--- config.mk ---
export PLATFORM = sky130hd
export DESIGN_NAME = crl_unit
export DESIGN_NICKNAME = d
export VERILOG_FILES = /design/src/core/crl_pkg.sv /design/src/core/crl_crc_byte.sv /design/src/core/crl_unit.sv
export SDC_FILE = /design/constraint.sdc
export NUM_CORES = 1
export LEC_CHECK = 0
export ABC_AREA = 1
export BUFFER_PORTS_ARGS = -buffer_cell sky130_fd_sc_hd__buf_2
export CAP_MARGIN = 20
export CORE_AREA = 5 5 98 100
export DETAILED_ROUTE_END_ITERATION = 10
export DIE_AREA = 0 0 103 105
export PLACE_DENSITY = 0.67
export RECOVER_POWER = 25
export SYNTH_ARGS = -nofsm -noshare
export SYNTH_HDL_FRONTEND = slang
export SYNTH_HIERARCHICAL = 1
export SYNTH_SLANG_ARGS = --single-unit
--- constraint.sdc ---
create_clock -name I_SYS_CLK -period 6.6 [get_ports I_SYS_CLK]
set_input_delay 0 -clock I_SYS_CLK [delete_from_list [all_inputs] [get_ports I_SYS_CLK]]
set_output_delay 0 -clock I_SYS_CLK [all_outputs]
set_load 0.01 [all_outputs]
--- src/core/crl_pkg.sv ---
package crl_pkg;

    // ------------------------------------------------------------
    // register map (byte offsets)
    // ------------------------------------------------------------
    localparam logic [4:0]  CTRL_OFS       = 5'h0c;
    localparam logic [4:0]  DATA_OFS       = 5'h10;
    localparam logic [4:0]  RESULT_OFS     = 5'h14;
    localparam logic [4:0]  XOR_OFS        = 5'h18;

    // ------------------------------------------------------------
    // fields and reset values
    // ------------------------------------------------------------
    localparam int          ORDER_BIT      = 1;
    localparam int          WIPE_BIT       = 2;
    localparam int          CRC_W          = 16;
    localparam int          BYTE_W         = 8;
    localparam logic [15:0] CRC_POLY       = 16'h8005;
    localparam logic [15:0] CRC_RESET      = 16'h0000;
    localparam logic [7:0]  XOR_RESET      = 8'h00;
    localparam logic        ORDER_RESET    = 1'b0;

    // ------------------------------------------------------------
    // bus encodings
    // ------------------------------------------------------------
    localparam logic [2:0]  SIZE_BYTE      = 3'h0;
    localparam logic [2:0]  SIZE_HALF      = 3'h1;
    localparam logic        RESP_OKAY      = 1'b0;

    // captured address phase of a bus transfer
    typedef struct packed {
        logic       wr;
        logic [4:0] addr;
        logic [3:0] be;
    } crl_aphase_t;

endpackage

--- src/core/crl_crc_byte.sv ---
`timescale 1ns/1ps
// one byte through the crc16 shift register, msb first after optional reversal
module crl_crc_byte
    import crl_pkg::*;
(
    input  wire logic [15:0] i_crc,
    input  wire logic [7:0]  i_byte,
    input  wire logic        i_lsb_first,
    output logic      [15:0] o_crc
);
    logic [7:0]  rev;
    logic [7:0]  din;
    logic [15:0] chain [0:8];

    assign chain[0] = i_crc;

    genvar g;
    generate
        for (g = 0; g < BYTE_W; g++)
        begin : g_bit
            assign rev[g] = i_byte[BYTE_W - 1 - g];
            // stage g absorbs input bit 7-g of the (possibly reversed) byte
            assign chain[g + 1] = chain[g][CRC_W - 1] ^ din[BYTE_W - 1 - g]
                                ? {chain[g][CRC_W - 2:0], 1'b0} ^ CRC_POLY
                                : {chain[g][CRC_W - 2:0], 1'b0};
        end
    endgenerate

    assign din   = i_lsb_first ? rev : i_byte;
    assign o_crc = chain[8];
endmodule

--- src/core/crl_unit.sv ---
// Functional notes
// - crc polynomial is fixed 0x8005
// - one byte in, sixteen bit code out
// - each update completes in one clock
// - control bit 1 picks input bit order
// - control bit 2 clears crc, reads zero
// - writing zero to result bytes 0 and 1 clears it
// - written result seeds next calculation
// - data write updates crc from prior value
// - data write xors byte into check register
// - both checks update together, read separately
// - byte, half and word accesses accepted
// - plain crc16, zero init, no reflection while control bit 1 is clear
`timescale 1ns/1ps
module crl_unit
    import crl_pkg::*;
(
    input  wire logic        I_SYS_CLK,
    input  wire logic        I_RST,
    input  wire logic        I_CE,
    input  wire logic        I_HSEL,
    input  wire logic [31:0] I_HADDR,
    input  wire logic [1:0]  I_HTRANS,
    input  wire logic        I_HWRITE,
    input  wire logic [2:0]  I_HSIZE,
    input  wire logic [31:0] I_HWDATA,
    input  wire logic        I_HREADY,
    output logic      [31:0] O_HRDATA,
    output logic             O_HREADYOUT,
    output logic             O_HRESP
);
    // ------------------------------------------------------------
    // state
    // ------------------------------------------------------------
    crl_aphase_t ap;
    crl_aphase_t next_ap;
    logic [15:0] crc;
    logic [15:0] next_crc;
    logic [7:0]  xor_chk;
    logic [7:0]  next_xor_chk;
    logic        order;
    logic        next_order;
    logic [31:0] rdata;
    logic [31:0] next_rdata;
    logic [15:0] stepped;
    logic [3:0]  be;
    logic        take;
    logic        data_wr;
    logic        ctrl_wr;
    logic        result_wr;
    logic        xor_wr;

    // ------------------------------------------------------------
    // address phase
    // ------------------------------------------------------------
    assign take = I_CE & I_HSEL & I_HTRANS[1] & I_HREADY;

    always_comb
    begin
        case (I_HSIZE)
            SIZE_BYTE: be = 4'h1 << I_HADDR[1:0];
            SIZE_HALF: be = I_HADDR[1] ? 4'hc : 4'h3;
            default:   be = 4'hf;
        endcase
    end

    always_comb
    begin
        next_ap = '0;
        if (take)
        begin
            next_ap.wr   = I_HWRITE;
            next_ap.addr = {I_HADDR[4:2], 2'h0};
            next_ap.be   = be;
        end
    end

    // ------------------------------------------------------------
    // data phase writes
    // ------------------------------------------------------------
    assign data_wr   = ap.wr & ap.be[0] & (ap.addr == DATA_OFS);
    assign ctrl_wr   = ap.wr & ap.be[0] & (ap.addr == CTRL_OFS);
    assign result_wr = ap.wr & (ap.addr == RESULT_OFS);
    assign xor_wr    = ap.wr & ap.be[0] & (ap.addr == XOR_OFS);

    crl_crc_byte u_step
    (
        .i_crc       (crc),
        .i_byte      (I_HWDATA[7:0]),
        .i_lsb_first (order),
        .o_crc       (stepped)
    );

    always_comb
    begin
        next_crc     = crc;
        next_xor_chk = xor_chk;
        next_order   = order;
        if (data_wr)
        begin
            next_crc     = stepped;
            next_xor_chk = xor_chk ^ I_HWDATA[7:0];
        end
        if (ctrl_wr)
        begin
            next_order = I_HWDATA[ORDER_BIT];
            if (I_HWDATA[WIPE_BIT])
                next_crc = CRC_RESET;
        end
        if (result_wr)
        begin
            // byte lanes merge so two byte writes load a full seed
            if (ap.be[0])
                next_crc[7:0] = I_HWDATA[7:0];
            if (ap.be[1])
                next_crc[15:8] = I_HWDATA[15:8];
        end
        if (xor_wr)
            next_xor_chk = I_HWDATA[7:0];
    end

    // ------------------------------------------------------------
    // read data, taken from next values so a read right after a write sees it
    // ------------------------------------------------------------
    always_comb
    begin
        next_rdata = rdata;
        if (take)
        begin
            next_rdata = '0;
            if (!I_HWRITE)
            begin
                case ({I_HADDR[4:2], 2'h0})
                    CTRL_OFS:   next_rdata[ORDER_BIT] = next_order;   // wipe bit reads zero
                    RESULT_OFS: next_rdata[15:0] = next_crc;
                    XOR_OFS:    next_rdata[7:0] = next_xor_chk;
                    default:    next_rdata = '0;
                endcase
            end
        end
    end

    always_ff @(posedge I_SYS_CLK or posedge I_RST)
    begin
        if (I_RST)
        begin
            ap      <= '0;
            crc     <= CRC_RESET;
            xor_chk <= XOR_RESET;
            order   <= ORDER_RESET;
            rdata   <= '0;
        end
        else if (I_CE)
        begin
            ap      <= next_ap;
            crc     <= next_crc;
            xor_chk <= next_xor_chk;
            order   <= next_order;
            rdata   <= next_rdata;
        end
    end

    assign O_HRDATA    = rdata;
    assign O_HREADYOUT = I_CE;
    assign O_HRESP     = RESP_OKAY;

    // ------------------------------------------------------------
    // checks
    // ------------------------------------------------------------
    crc_poly_a: assert property (@(posedge I_SYS_CLK) disable iff (I_RST)
        (I_CE && data_wr && !ctrl_wr && crc == 16'h0000 && !order && I_HWDATA[7:0] == 8'h01)
        |=> crc == 16'h8005)
        else $error("crc of byte 01 from zero is not 8005");

    bit_order_a: assert property (@(posedge I_SYS_CLK) disable iff (I_RST)
        (I_CE && data_wr && crc == 16'h0000 && order && I_HWDATA[7:0] == 8'h80)
        |=> crc == 16'h8005)
        else $error("lsb first order not applied");

    zero_byte_a: assert property (@(posedge I_SYS_CLK) disable iff (I_RST)
        (I_CE && data_wr && crc == 16'h0000 && I_HWDATA[7:0] == 8'h00)
        |=> crc == 16'h0000)
        else $error("zero byte changed zero crc");

    xor_update_a: assert property (@(posedge I_SYS_CLK) disable iff (I_RST)
        (I_CE && data_wr)
        |=> xor_chk == ($past(xor_chk) ^ $past(I_HWDATA[7:0])))
        else $error("check register not xor of byte");

    wipe_clear_a: assert property (@(posedge I_SYS_CLK) disable iff (I_RST)
        (I_CE && ctrl_wr && I_HWDATA[WIPE_BIT])
        |=> crc == 16'h0000)
        else $error("wipe did not clear crc");

    wipe_read_a: assert property (@(posedge I_SYS_CLK) disable iff (I_RST)
        ##1 O_HRDATA[31:16] == 16'h0000
        && !(O_HRDATA[WIPE_BIT] && $past(take) && !$past(I_HWRITE)
        && $past(I_HADDR[4:2]) == CTRL_OFS[4:2]))
        else $error("reserved or wipe bit read nonzero");

    seed_load_a: assert property (@(posedge I_SYS_CLK) disable iff (I_RST)
        (I_CE && result_wr && ap.be[1:0] == 2'h3)
        |=> crc == $past(I_HWDATA[15:0]))
        else $error("result write not loaded");

    crc_hold_a: assert property (@(posedge I_SYS_CLK) disable iff (I_RST)
        (!(I_CE && (data_wr || ctrl_wr || result_wr)))
        |=> $stable(crc))
        else $error("crc changed without a write");

    both_update_a: assert property (@(posedge I_SYS_CLK) disable iff (I_RST)
        (I_CE && data_wr && !ctrl_wr && !result_wr && I_HWDATA[7:0] != 8'h00)
        |=> !$stable(xor_chk))
        else $error("check register missed concurrent update");

    xor_load_a: assert property (@(posedge I_SYS_CLK) disable iff (I_RST)
        (I_CE && xor_wr)
        |=> xor_chk == $past(I_HWDATA[7:0]))
        else $error("check register not loaded by write");

    // a stalled data phase must not update twice or early
    ce_freeze_a: assert property (@(posedge I_SYS_CLK) disable iff (I_RST)
        (!I_CE)
        |=> $stable(crc) && $stable(xor_chk) && $stable(order))
        else $error("state moved while clock enable low");
endmodule

* After elaboration in Yosys (flattened, before gate mapping)
Cells that the tools add are included.
Cells by class: equality and inequality tests 8, shift operators 1, mux-type cells 26, bitwise logic cells 25, reductions and logical operators 2
Operator list (number):
- 16-bit two-way mux | 13
- 8-bit two-way mux | 6
- 3-bit inverter | 8
- 5-bit equality test (second input constant) | 3
- 6-bit one-hot mux with 2 select lines | 1
- 10-bit two-way mux | 1
- 1-bit AND | 8
- 4-bit one-hot mux with 2 select lines | 1
- 1-bit bitwise XOR | 8
- 8-bit bitwise XOR | 1
- 3-bit equality test (second input constant) | 2
- 5-bit by 4-bit equality test with 1-bit output (second input constant) | 1
- 4-bit two-way mux | 1
- 1-bit by 2-bit << shifter with 4-bit output (first input constant) | 1
- 3-bit by 1-bit equality test with 1-bit output (second input constant) | 1
- 3-bit by 2-bit equality test with 1-bit output (second input constant) | 1
- 3-bit zero test | 1
- 1-bit one-hot mux with 3 select lines | 1
- 1-bit one-hot mux with 2 select lines | 1
- 2-bit AND reduction | 1
- 1-bit two-way mux | 1
Word-level totals: register bits 65, bits of input ports 75, output and inout port bits 34, word-level logic and storage cells 69

* Longest topological paths before layout
Gate-level depths: netlist of run 1.
depth in word-level cells 24, gate-level depth with buffers 23

* By module
The synthesis of run 1 kept the hierarchy.
By module, submodules not included:
- crl_unit | instances 1, cells an instance 406, area each 2776.4 um^2
- crl_crc_byte | instances 1, cells an instance 116, area each 763.2 um^2

* Worst setup path after synthesis of run 1
OpenSTA, ideal clock, no wires.
path type register to register, start point reg order, end point reg rdata[2] (netlist: O_HRDATA[2]), setup time 0.066 ns, arrival 2.027 ns, required time 6.534 ns, path slack 4.507 ns, stages on the path, launching flop included 23, path buffers 1, clock period less this slack 2.093 ns, cell sequence dfrtp_1 -> buf_6 -> nand2_2 -> nand3_2 -> nand2_4 -> inv_2 -> nand2_2 -> nand2_4 -> nand2_4 -> nand2_4 -> nand2_2 -> nand3_4 -> nand2_4 -> nand2_4 -> nand3_1 -> nand3_1 -> nand2_1 -> nand3_1 -> nand2_1 -> nand2_1 -> nand2_1 -> nand2_1 -> nand2_1
Between the ends: longest elaborated chain between the ends 24, elaborated cells on any way between the ends 25, classes of those cells mux (16); bitwise (9)
Ends and longest elaborated chain:
- start, declared | line crl_unit.sv:41 | logic order;
- start signal, assigned | line crl_unit.sv:158 | order <= next_order;
- 8-bit two-way mux (*) | line crl_crc_byte.sv:29 | assign din = i_lsb_first ? rev : i_byte;
- 1-bit bitwise XOR | line crl_crc_byte.sv:23 | assign chain[g + 1] = chain[g][CRC_W - 1] ^ din[BYTE_W - 1 - g]
- 16-bit two-way mux | line crl_crc_byte.sv:24 | ? {chain[g][CRC_W - 2:0], 1'b0} ^ CRC_POLY
- 1-bit bitwise XOR | line crl_crc_byte.sv:23
- 16-bit two-way mux | line crl_crc_byte.sv:24
- 1-bit bitwise XOR | line crl_crc_byte.sv:23
- 16-bit two-way mux | line crl_crc_byte.sv:24
- 1-bit bitwise XOR | line crl_crc_byte.sv:23
- [... 9 more ...]
- named net stepped[2] | line crl_unit.sv:45 | logic [15:0] stepped;
- 16-bit two-way mux (*) | line crl_unit.sv:99 | if (data_wr)
- 16-bit two-way mux | line crl_unit.sv:107 | if (I_HWDATA[WIPE_BIT])
- 16-bit two-way mux (*) | line crl_unit.sv:104 | if (ctrl_wr)
- 8-bit two-way mux | line crl_unit.sv:113 | if (ap.be[0])
- 16-bit two-way mux (*) | line crl_unit.sv:110 | if (result_wr)
- 6-bit one-hot mux with 2 select lines (*) | line crl_unit.sv:133 | case ({I_HADDR[4:2], 2'h0})
- 16-bit two-way mux (*) | line crl_unit.sv:131 | if (!I_HWRITE)
- end signal, assigned | line crl_unit.sv:159 | rdata <= next_rdata;
- end, declared | line crl_unit.sv:43 | logic [31:0] rdata;
The timed path passes the listed nets; every way through them passes the cells marked *. A chain may end at the register's enable or synchronous reset.

* Worst setup path in the final report of run 1
Ends and elaborated chain as after synthesis.

==> impl_metrics.ini, run 1 <==
[sta]
finalHoldViolations = 0
setup_viol = 0
fmax_ghz = 0.357
rsz0062_at_grt = false
period_needed_ns = 2.80
finalCritPeriodShare = 0.424
tightest_slew_ns = 2.32
maxSlewViolCount = 43
tns_ns = 0
setup_ws_ns = 3.80
maxSlewHeadroom = -0.548
fin_skew_ns = 0.00847

[drt]
vias = 3274
via_per_inst = 4.88
wl_per_cell_um = 13.0
drt-total-wl_mm = 8.75
dr.first_iter.drc_count = 184
dr.pass1.iters = 4
antenna_left = 0
drc = 0

[synth]
synth.avg_cell_area_sq_um = 6.78
synth_cells = 522
synth_compound_area_frac = 0.0477
ys_top_cells_by_area = dfrtp_1, nand2_1, nand3_1
synth-simple-area-share = 0.466
synthArstFlopShare = 1.00
ys_ff_latch = 47
yosys.area_share.xor_xnor = 0.0346
synth_seq_area_share = 0.332
synth_edf_count = 0
synthDistinctLibCells = 34
synth_warnings = 6
synth_area_leader_cell = dfrtp_1
synth_top_family_by_area = simple AND/OR/NAND/NOR gates
syn_area_sq_mm = 0.00354
netlist.area_leader.share = 0.332
ys.flop_type = dfrtp_1
synthAdderAreaFrac = 0
muxShareOfSynthArea = 0

[power]
power_density_mw_per_mm2 = 186
ir_drop_v = 0.0000965
p_leak_nw = 2.25

[critical_path]
start_kind = flip-flop
critPathKind = reg2reg
cp_data_arrival_time_ns = 3.05
worst-endpoint-required_ns = 6.85
cp_max_fo = 15
cp-end-kind = flip-flop

[floorplanning]
die-area_sq_mm = 0.0108
fp.dieH_um = 105
fp.dieW_um = 103
ioPinCount = 109
initial_core_util = 0.412
rows = 34
core_area_sq_mm = 0.00859

[global_route]
grt_pass1_vias = 3210
overflow = 0
grt_antenna_before_repair = 0
grt_usage = 0.172
grt_max_degree = 48
grt_first_pass_wirelength_mm = 15.1

[cts]
cts_buffer_depth = 2
hold_buffers = 6
cts_tree = yes
cts_made_buffers = 5
clock-root-buffer = clkbuf_8
cts_resized = 0
cts_htree_levels = 2
clk-insertion-delay-late_ns = 0.31
cts_post_setup_buffers_inserted = 0
clkTransAtPathRegs_ns = 0.09
cts_sinks = 47

[placed_design]
dpl.hpwl_mm = 6.40
portBuffers = 47
gp_congestion = 0.854
place_ws_ns = 3.85
dpl-instance-area_sq_mm = 0.00372

[cells_and_area]
postLayoutCoreUtil = 0.450
stdcell_area_sq_mm = 0.00387
diodes = 0
nFillCells = 918
nNetsFinal = 637
mostFrequentLayoutCell = nand2_1
area_growth_pct = 9.37
final_layout_size_suffix_gt1_frac = 0.192
layout_common_cells = nand2_1, dfrtp_1, buf_2, nand3_1, inv_1

[run_status]
violations = max-capacitance violations, max-slew violations
status = complete, but fails checks

[flow_run]
cap_violations = 1

[hold_path]
hold_class = in2reg
[through the flow]
step / std cells / power (W) / hold WS, ns
floorplan: 538 / 0.000509 / 0.0918
global placement: 656 / 0.000537 / 0.288
detailed placement: 656 / 0.000544 / 0.292
CTS: 670 / 0.000727 / 0.000904
global route: 671 / 0.000765 / 0.0208
finish: 671 / 0.000721 / 0.00388
[flip-flops by register name, indices dropped and copies added (netlist names)]
register / cells
O_HRDATA: 16
ap: 6
crc: 16
order: 1
xor_chk: 8
[layer usage]
metal / wire length [um] / GRT usage
met2: 4340 / 0.282
met5: 0 / 0
met3: 350 / 0.0147
met1: 3950 / 0.238
met4: 109 / 0.0564
[cell type report]
type	instances	area [sq um]	share of cell area
tap	108	135	0.0349
multi-input combinational	409	2000	0.517
clock inverter	2	12.5	0.00323
sequential	47	1180	0.304
clock buffer	6	72.6	0.0187
inverter	44	165	0.0427
timing repair buffer	55	307	0.0792
[synthesized netlist by cell type, types with 2 or more instances]
| master | count |
|---|---|
| nand2_4 | 11 |
| xor2_1 | 8 |
| buf_1 | 3 |
| a31oi_1 | 2 |
| nor2_2 | 2 |
| nand3_1 | 42 |
| buf_4 | 24 |
| o21ai_0 | 10 |
| buf_2 | 6 |
| a21oi_1 | 2 |
| nand2_2 | 13 |
| dfrtp_1 | 47 |
| nand3_4 | 2 |
| nand3b_1 | 2 |
| nand3_2 | 8 |
| nor2_4 | 2 |
| inv_2 | 9 |
| nand4_1 | 4 |
| buf_6 | 2 |
| inv_1 | 35 |
| o211ai_1 | 5 |
| clkbuf_1 | 3 |
| o22ai_1 | 2 |
| nor2_1 | 9 |
| a21boi_1 | 5 |
| nand2_1 | 256 |
[cell families (layout without fill, tap and decap cells)]
group                  count (synthesis)  after routing
XOR/XNOR                              11             11
flip-flops                            47             47
other                                  1             17
buffers and inverters                 82            107
AO/OA/AOI/OAI                         27             27
AND/OR/NAND/NOR                      354            354
[worst max-delay path, cell delays in order (launching register included)]
cell     delay, ns
dfrtp_1       0.73
inv_2         0.19
nand2_1       0.14
nand2_1       0.08
nand2_1       0.08
nand2_2       0.07
nand2_1       0.08
nand2_2       0.09
nand2_4       0.10
nand2_4       0.07
nand2_2       0.07
nand3_4       0.09
nand2_4       0.12
nand2_4       0.06
nand3_1       0.09
nand3_1       0.09
nand2_1       0.07
nand3_1       0.07
nand2_1       0.10
nand2_1       0.05
nand2_1       0.13
nand2_1       0.07
nand2_1       0.09
[power breakdown]
part	internal (W)	switching, W
Combinational	0.0000792	0.000146
Clock	0.0000744	0.000105
Sequential	0.000301	0.0000148
Total	0.000455	0.000266
[path summary, 6_finish.rpt]
check                                     to  cells after the start          from  slack (ns)
worst min register to register  O_HRDATA[11]                      2  O_HRDATA[11]        0.49
max in group asynchronous              ap[8]                      4         I_RST        4.00
min in group asynchronous       O_HRDATA[15]                      3         I_RST        0.14
worst max register to register   O_HRDATA[2]                     22         order        3.80
worst max-delay path             O_HRDATA[2]                     22         order        3.80
worst min-delay path                  crc[9]                      5   I_HWDATA[9]       0.004
Power figures use the tool's default switching activity.
==> run 2, diff against run 1 <==
- ABC_AREA: 1 -> 0
- CORE_AREA: 5 5 98 100 -> 5 5 97 99
- DIE_AREA: 0 0 103 105 -> 0 0 102 104
- PLACE_DENSITY: 0.67 -> 0.69
- clock period: 6.6 -> 2.5 ns (I/O delays scaled with it)
==> run 2 against run 1 <==
The run ends with negative setup slack left. Utilization is 4.2 points higher. Via count is 3.9% lower. Synthesized cell count is 28% lower. Combinational power grew to 4.5 times the previous value. Clock power grew to 3.3 times the previous value. Critical path depth is 14 lower. Sequential share of layout area is 2.2 points lower. Register-to-register slack worse by 3.8 ns. Maximum frequency is 11% higher. Non-clock buffer count is 42 higher. Routed wire length is 10% higher. Largest cell class unchanged. Largest power group is now combinational logic. Highest routed layer unchanged.
==> impl_metrics.ini, run 2 <==
[drt]
vias = 3145
antenna_left = 0
drt-total-wl_mm = 9.64
drc = 0
dr.pass1.iters = 4
via_per_inst = 5.69
dr.first_iter.drc_count = 403
wl_per_cell_um = 17.4

[floorplanning]
ioPinCount = 109
fp.dieW_um = 102
initial_core_util = 0.408
core_area_sq_mm = 0.00847
die-area_sq_mm = 0.0106
rows = 34
fp.dieH_um = 104

[sta]
setup_viol = 2
fmax_ghz = 0.395
fin_skew_ns = 0.0135
tightest_slew_ns = 1.10
maxSlewViolCount = 0
holdWs_ns = 0.0639
setup_ws_ns = -0.0292
finalHoldViolations = 0
period_needed_ns = 2.53
maxSlewHeadroom = 0.264
rsz0062_at_grt = true
finalCritPeriodShare = 1.01

[placed_design]
placed_cells = 517
dpl.hpwl_mm = 6.55
place_ws_ns = -0.0446
dpl-instance-area_sq_mm = 0.00370
portBuffers = 47
gp_congestion = 0.909

[synth]
ys.flop_type = dfrtp_1
synth_warnings = 6
synth.avg_cell_area_sq_um = 9.22
netlist.area_leader.share = 0.340
synth-simple-area-share = 0.147
yosys.area_share.xor_xnor = 0.0981
synth_edf_count = 0
synthArstFlopShare = 1.00
synthDistinctLibCells = 47
synth_top_family_by_area = compound AO/OA/AOI/OAI gates
synth_cells = 375
yosysMostFrequentCell = dfrtp_1
ys_top_cells_by_area = dfrtp_1, buf_4, o21ai_0
synth_compound_area_frac = 0.240
ys_ff_latch = 47
syn_area_sq_mm = 0.00346
synth_area_leader_cell = dfrtp_1
synthAdderAreaFrac = 0
synthTopCellsByCount = dfrtp_1, o21ai_0, buf_4, nor2_1, nand2_1
muxShareOfSynthArea = 0.0557
synth_seq_area_share = 0.340

[critical_path]
cp_data_arrival_time_ns = 2.72
critPathKind = reg2reg
reg2reg_from = order
r2r_cells = 8
cp-startpoint = order
rrSetupSlack_ns = -0.03
cp_max_fo = 5
start_kind = flip-flop
r2r_end = O_HRDATA[1]
worst-endpoint-required_ns = 2.69
crit_end = O_HRDATA[1]
cp-end-kind = flip-flop

[power]
ir_drop_v = 0.000310
power_density_mw_per_mm2 = 612
p_leak_nw = 1.80

[cts]
clkTransAtPathRegs_ns = 0.10
clock-root-buffer = clkbuf_8
clk-insertion-delay-late_ns = 0.31
cts_made_buffers = 5
cts_htree_levels = 2
cts_tree = yes
cts_sinks = 47
cts_buffer_depth = 2

[cells_and_area]
stdcell_area_sq_mm = 0.00417
mostFrequentLayoutCell = buf_2
area_growth_pct = 20.7
postLayoutCoreUtil = 0.493
final_layout_size_suffix_gt1_frac = 0.252
final_cells = 553
layout_common_cells = buf_2, dfrtp_1, o21ai_0, buf_4, nor2_1
nNetsFinal = 519
diodes = 0
nFillCells = 769

[run_status]
violations = negative setup slack
status = complete, but fails checks

[hold_path]
hold_class = in2reg
min_path_cells = 2
hp-start = I_HWDATA[5]

[global_route]
grt_max_degree = 48
grt_first_pass_wirelength_mm = 15.5
grt_usage = 0.180
grt_pass1_vias = 3066
grt_antenna_before_repair = 0
overflow = 0

[flow_run]
cap_violations = 0
[run 2: cell types whose count changed in the layout (fill, tap and decap cells not counted), sizes merged, moves of 13 or more]
cell         previous run  this run
nand3                  52        12
dlygate4sd3             6        19
nor3                    0        18
o21ai                  11        29
buf                    48        77
inv                    44        15
nand2                 280        21
[run 2: metrics by stage]
stage	setup TNS [ns]	total power, W
4_1_cts	0	0.00248
3_5_place_dp	-0.135	0.00186
2_1_floorplan	0	0.00167
5_1_grt	-0.255	0.00268
6_report	-0.0559	0.00255
3_3_place_gp	0	0.00183
[run 2: cell families after synthesis]
logic type             Yosys count
XOR/XNOR                        26
AND/OR/NAND/NOR                101
flip-flops                      47
buffers and inverters           67
AO/OA/AOI/OAI                  116
multiplexers                    17
other                            1
[run 2: worst min path at each step]
stage                             end  slack [ns]
after global placement          ap[6]        0.24
after CTS                  xor_chk[1]       0.009
after floorplan           O_HREADYOUT        0.09
after global routing       xor_chk[5]        0.06
final                      xor_chk[5]        0.06
after detailed placement        ap[6]        0.26
[run 2: final cells by class]
| cell class | count | area, sq um | share of cell area |
|---|---|---|---|
| clock inverter | 2 | 35.0 | 0.00840 |
| timing repair buffer | 97 | 659 | 0.158 |
| tap | 108 | 135 | 0.0324 |
| inverter | 16 | 60.1 | 0.0144 |
| multi-input combinational | 277 | 2020 | 0.485 |
| clock buffer | 6 | 82.6 | 0.0198 |
| sequential | 47 | 1180 | 0.282 |
[run 2: repair_timing]
| action | 4_1_cts | 5_1_grt |
|---|---|---|
| endpoints found under the hold margin | 72 | 0 |
| endpoints found under the setup margin | 5 | 6 |
| pin swaps | 0 | 5 |
| hold buffers | 19 | 0 |
| resized for setup | 1 | 15 |
| setup buffers | 0 | 8 |
[run 2: layer usage]
metal / GRT usage / wire, um / up-vias
met5: 0 / 0 / -
met3: 0.0241 / 624 / 18
met2: 0.287 / 4660 / 122
met1: 0.251 / 4160 / 1518
met4: 0.0572 / 193 / 0
li1: - / - / 1487
[run 2: power breakdown]
part	switching [W]	internal, W	leakage, nW	total [W]
sequential	0.0000937	0.000858	0.609	0.000952
clock	0.000273	0.000324	0.0612	0.000597
combinational	0.000429	0.000577	1.14	0.00101
[run 2: worst max-delay path: stages, from the launching register on]
cell and delay (ns):
dfrtp_2 0.46, buf_6 0.15, mux2i_4 0.28, xnor2_4 0.16, xnor3_1 0.36, xnor3_1 0.41, o2111ai_2 0.20, a211oi_2 0.11
a211o_1 0.29
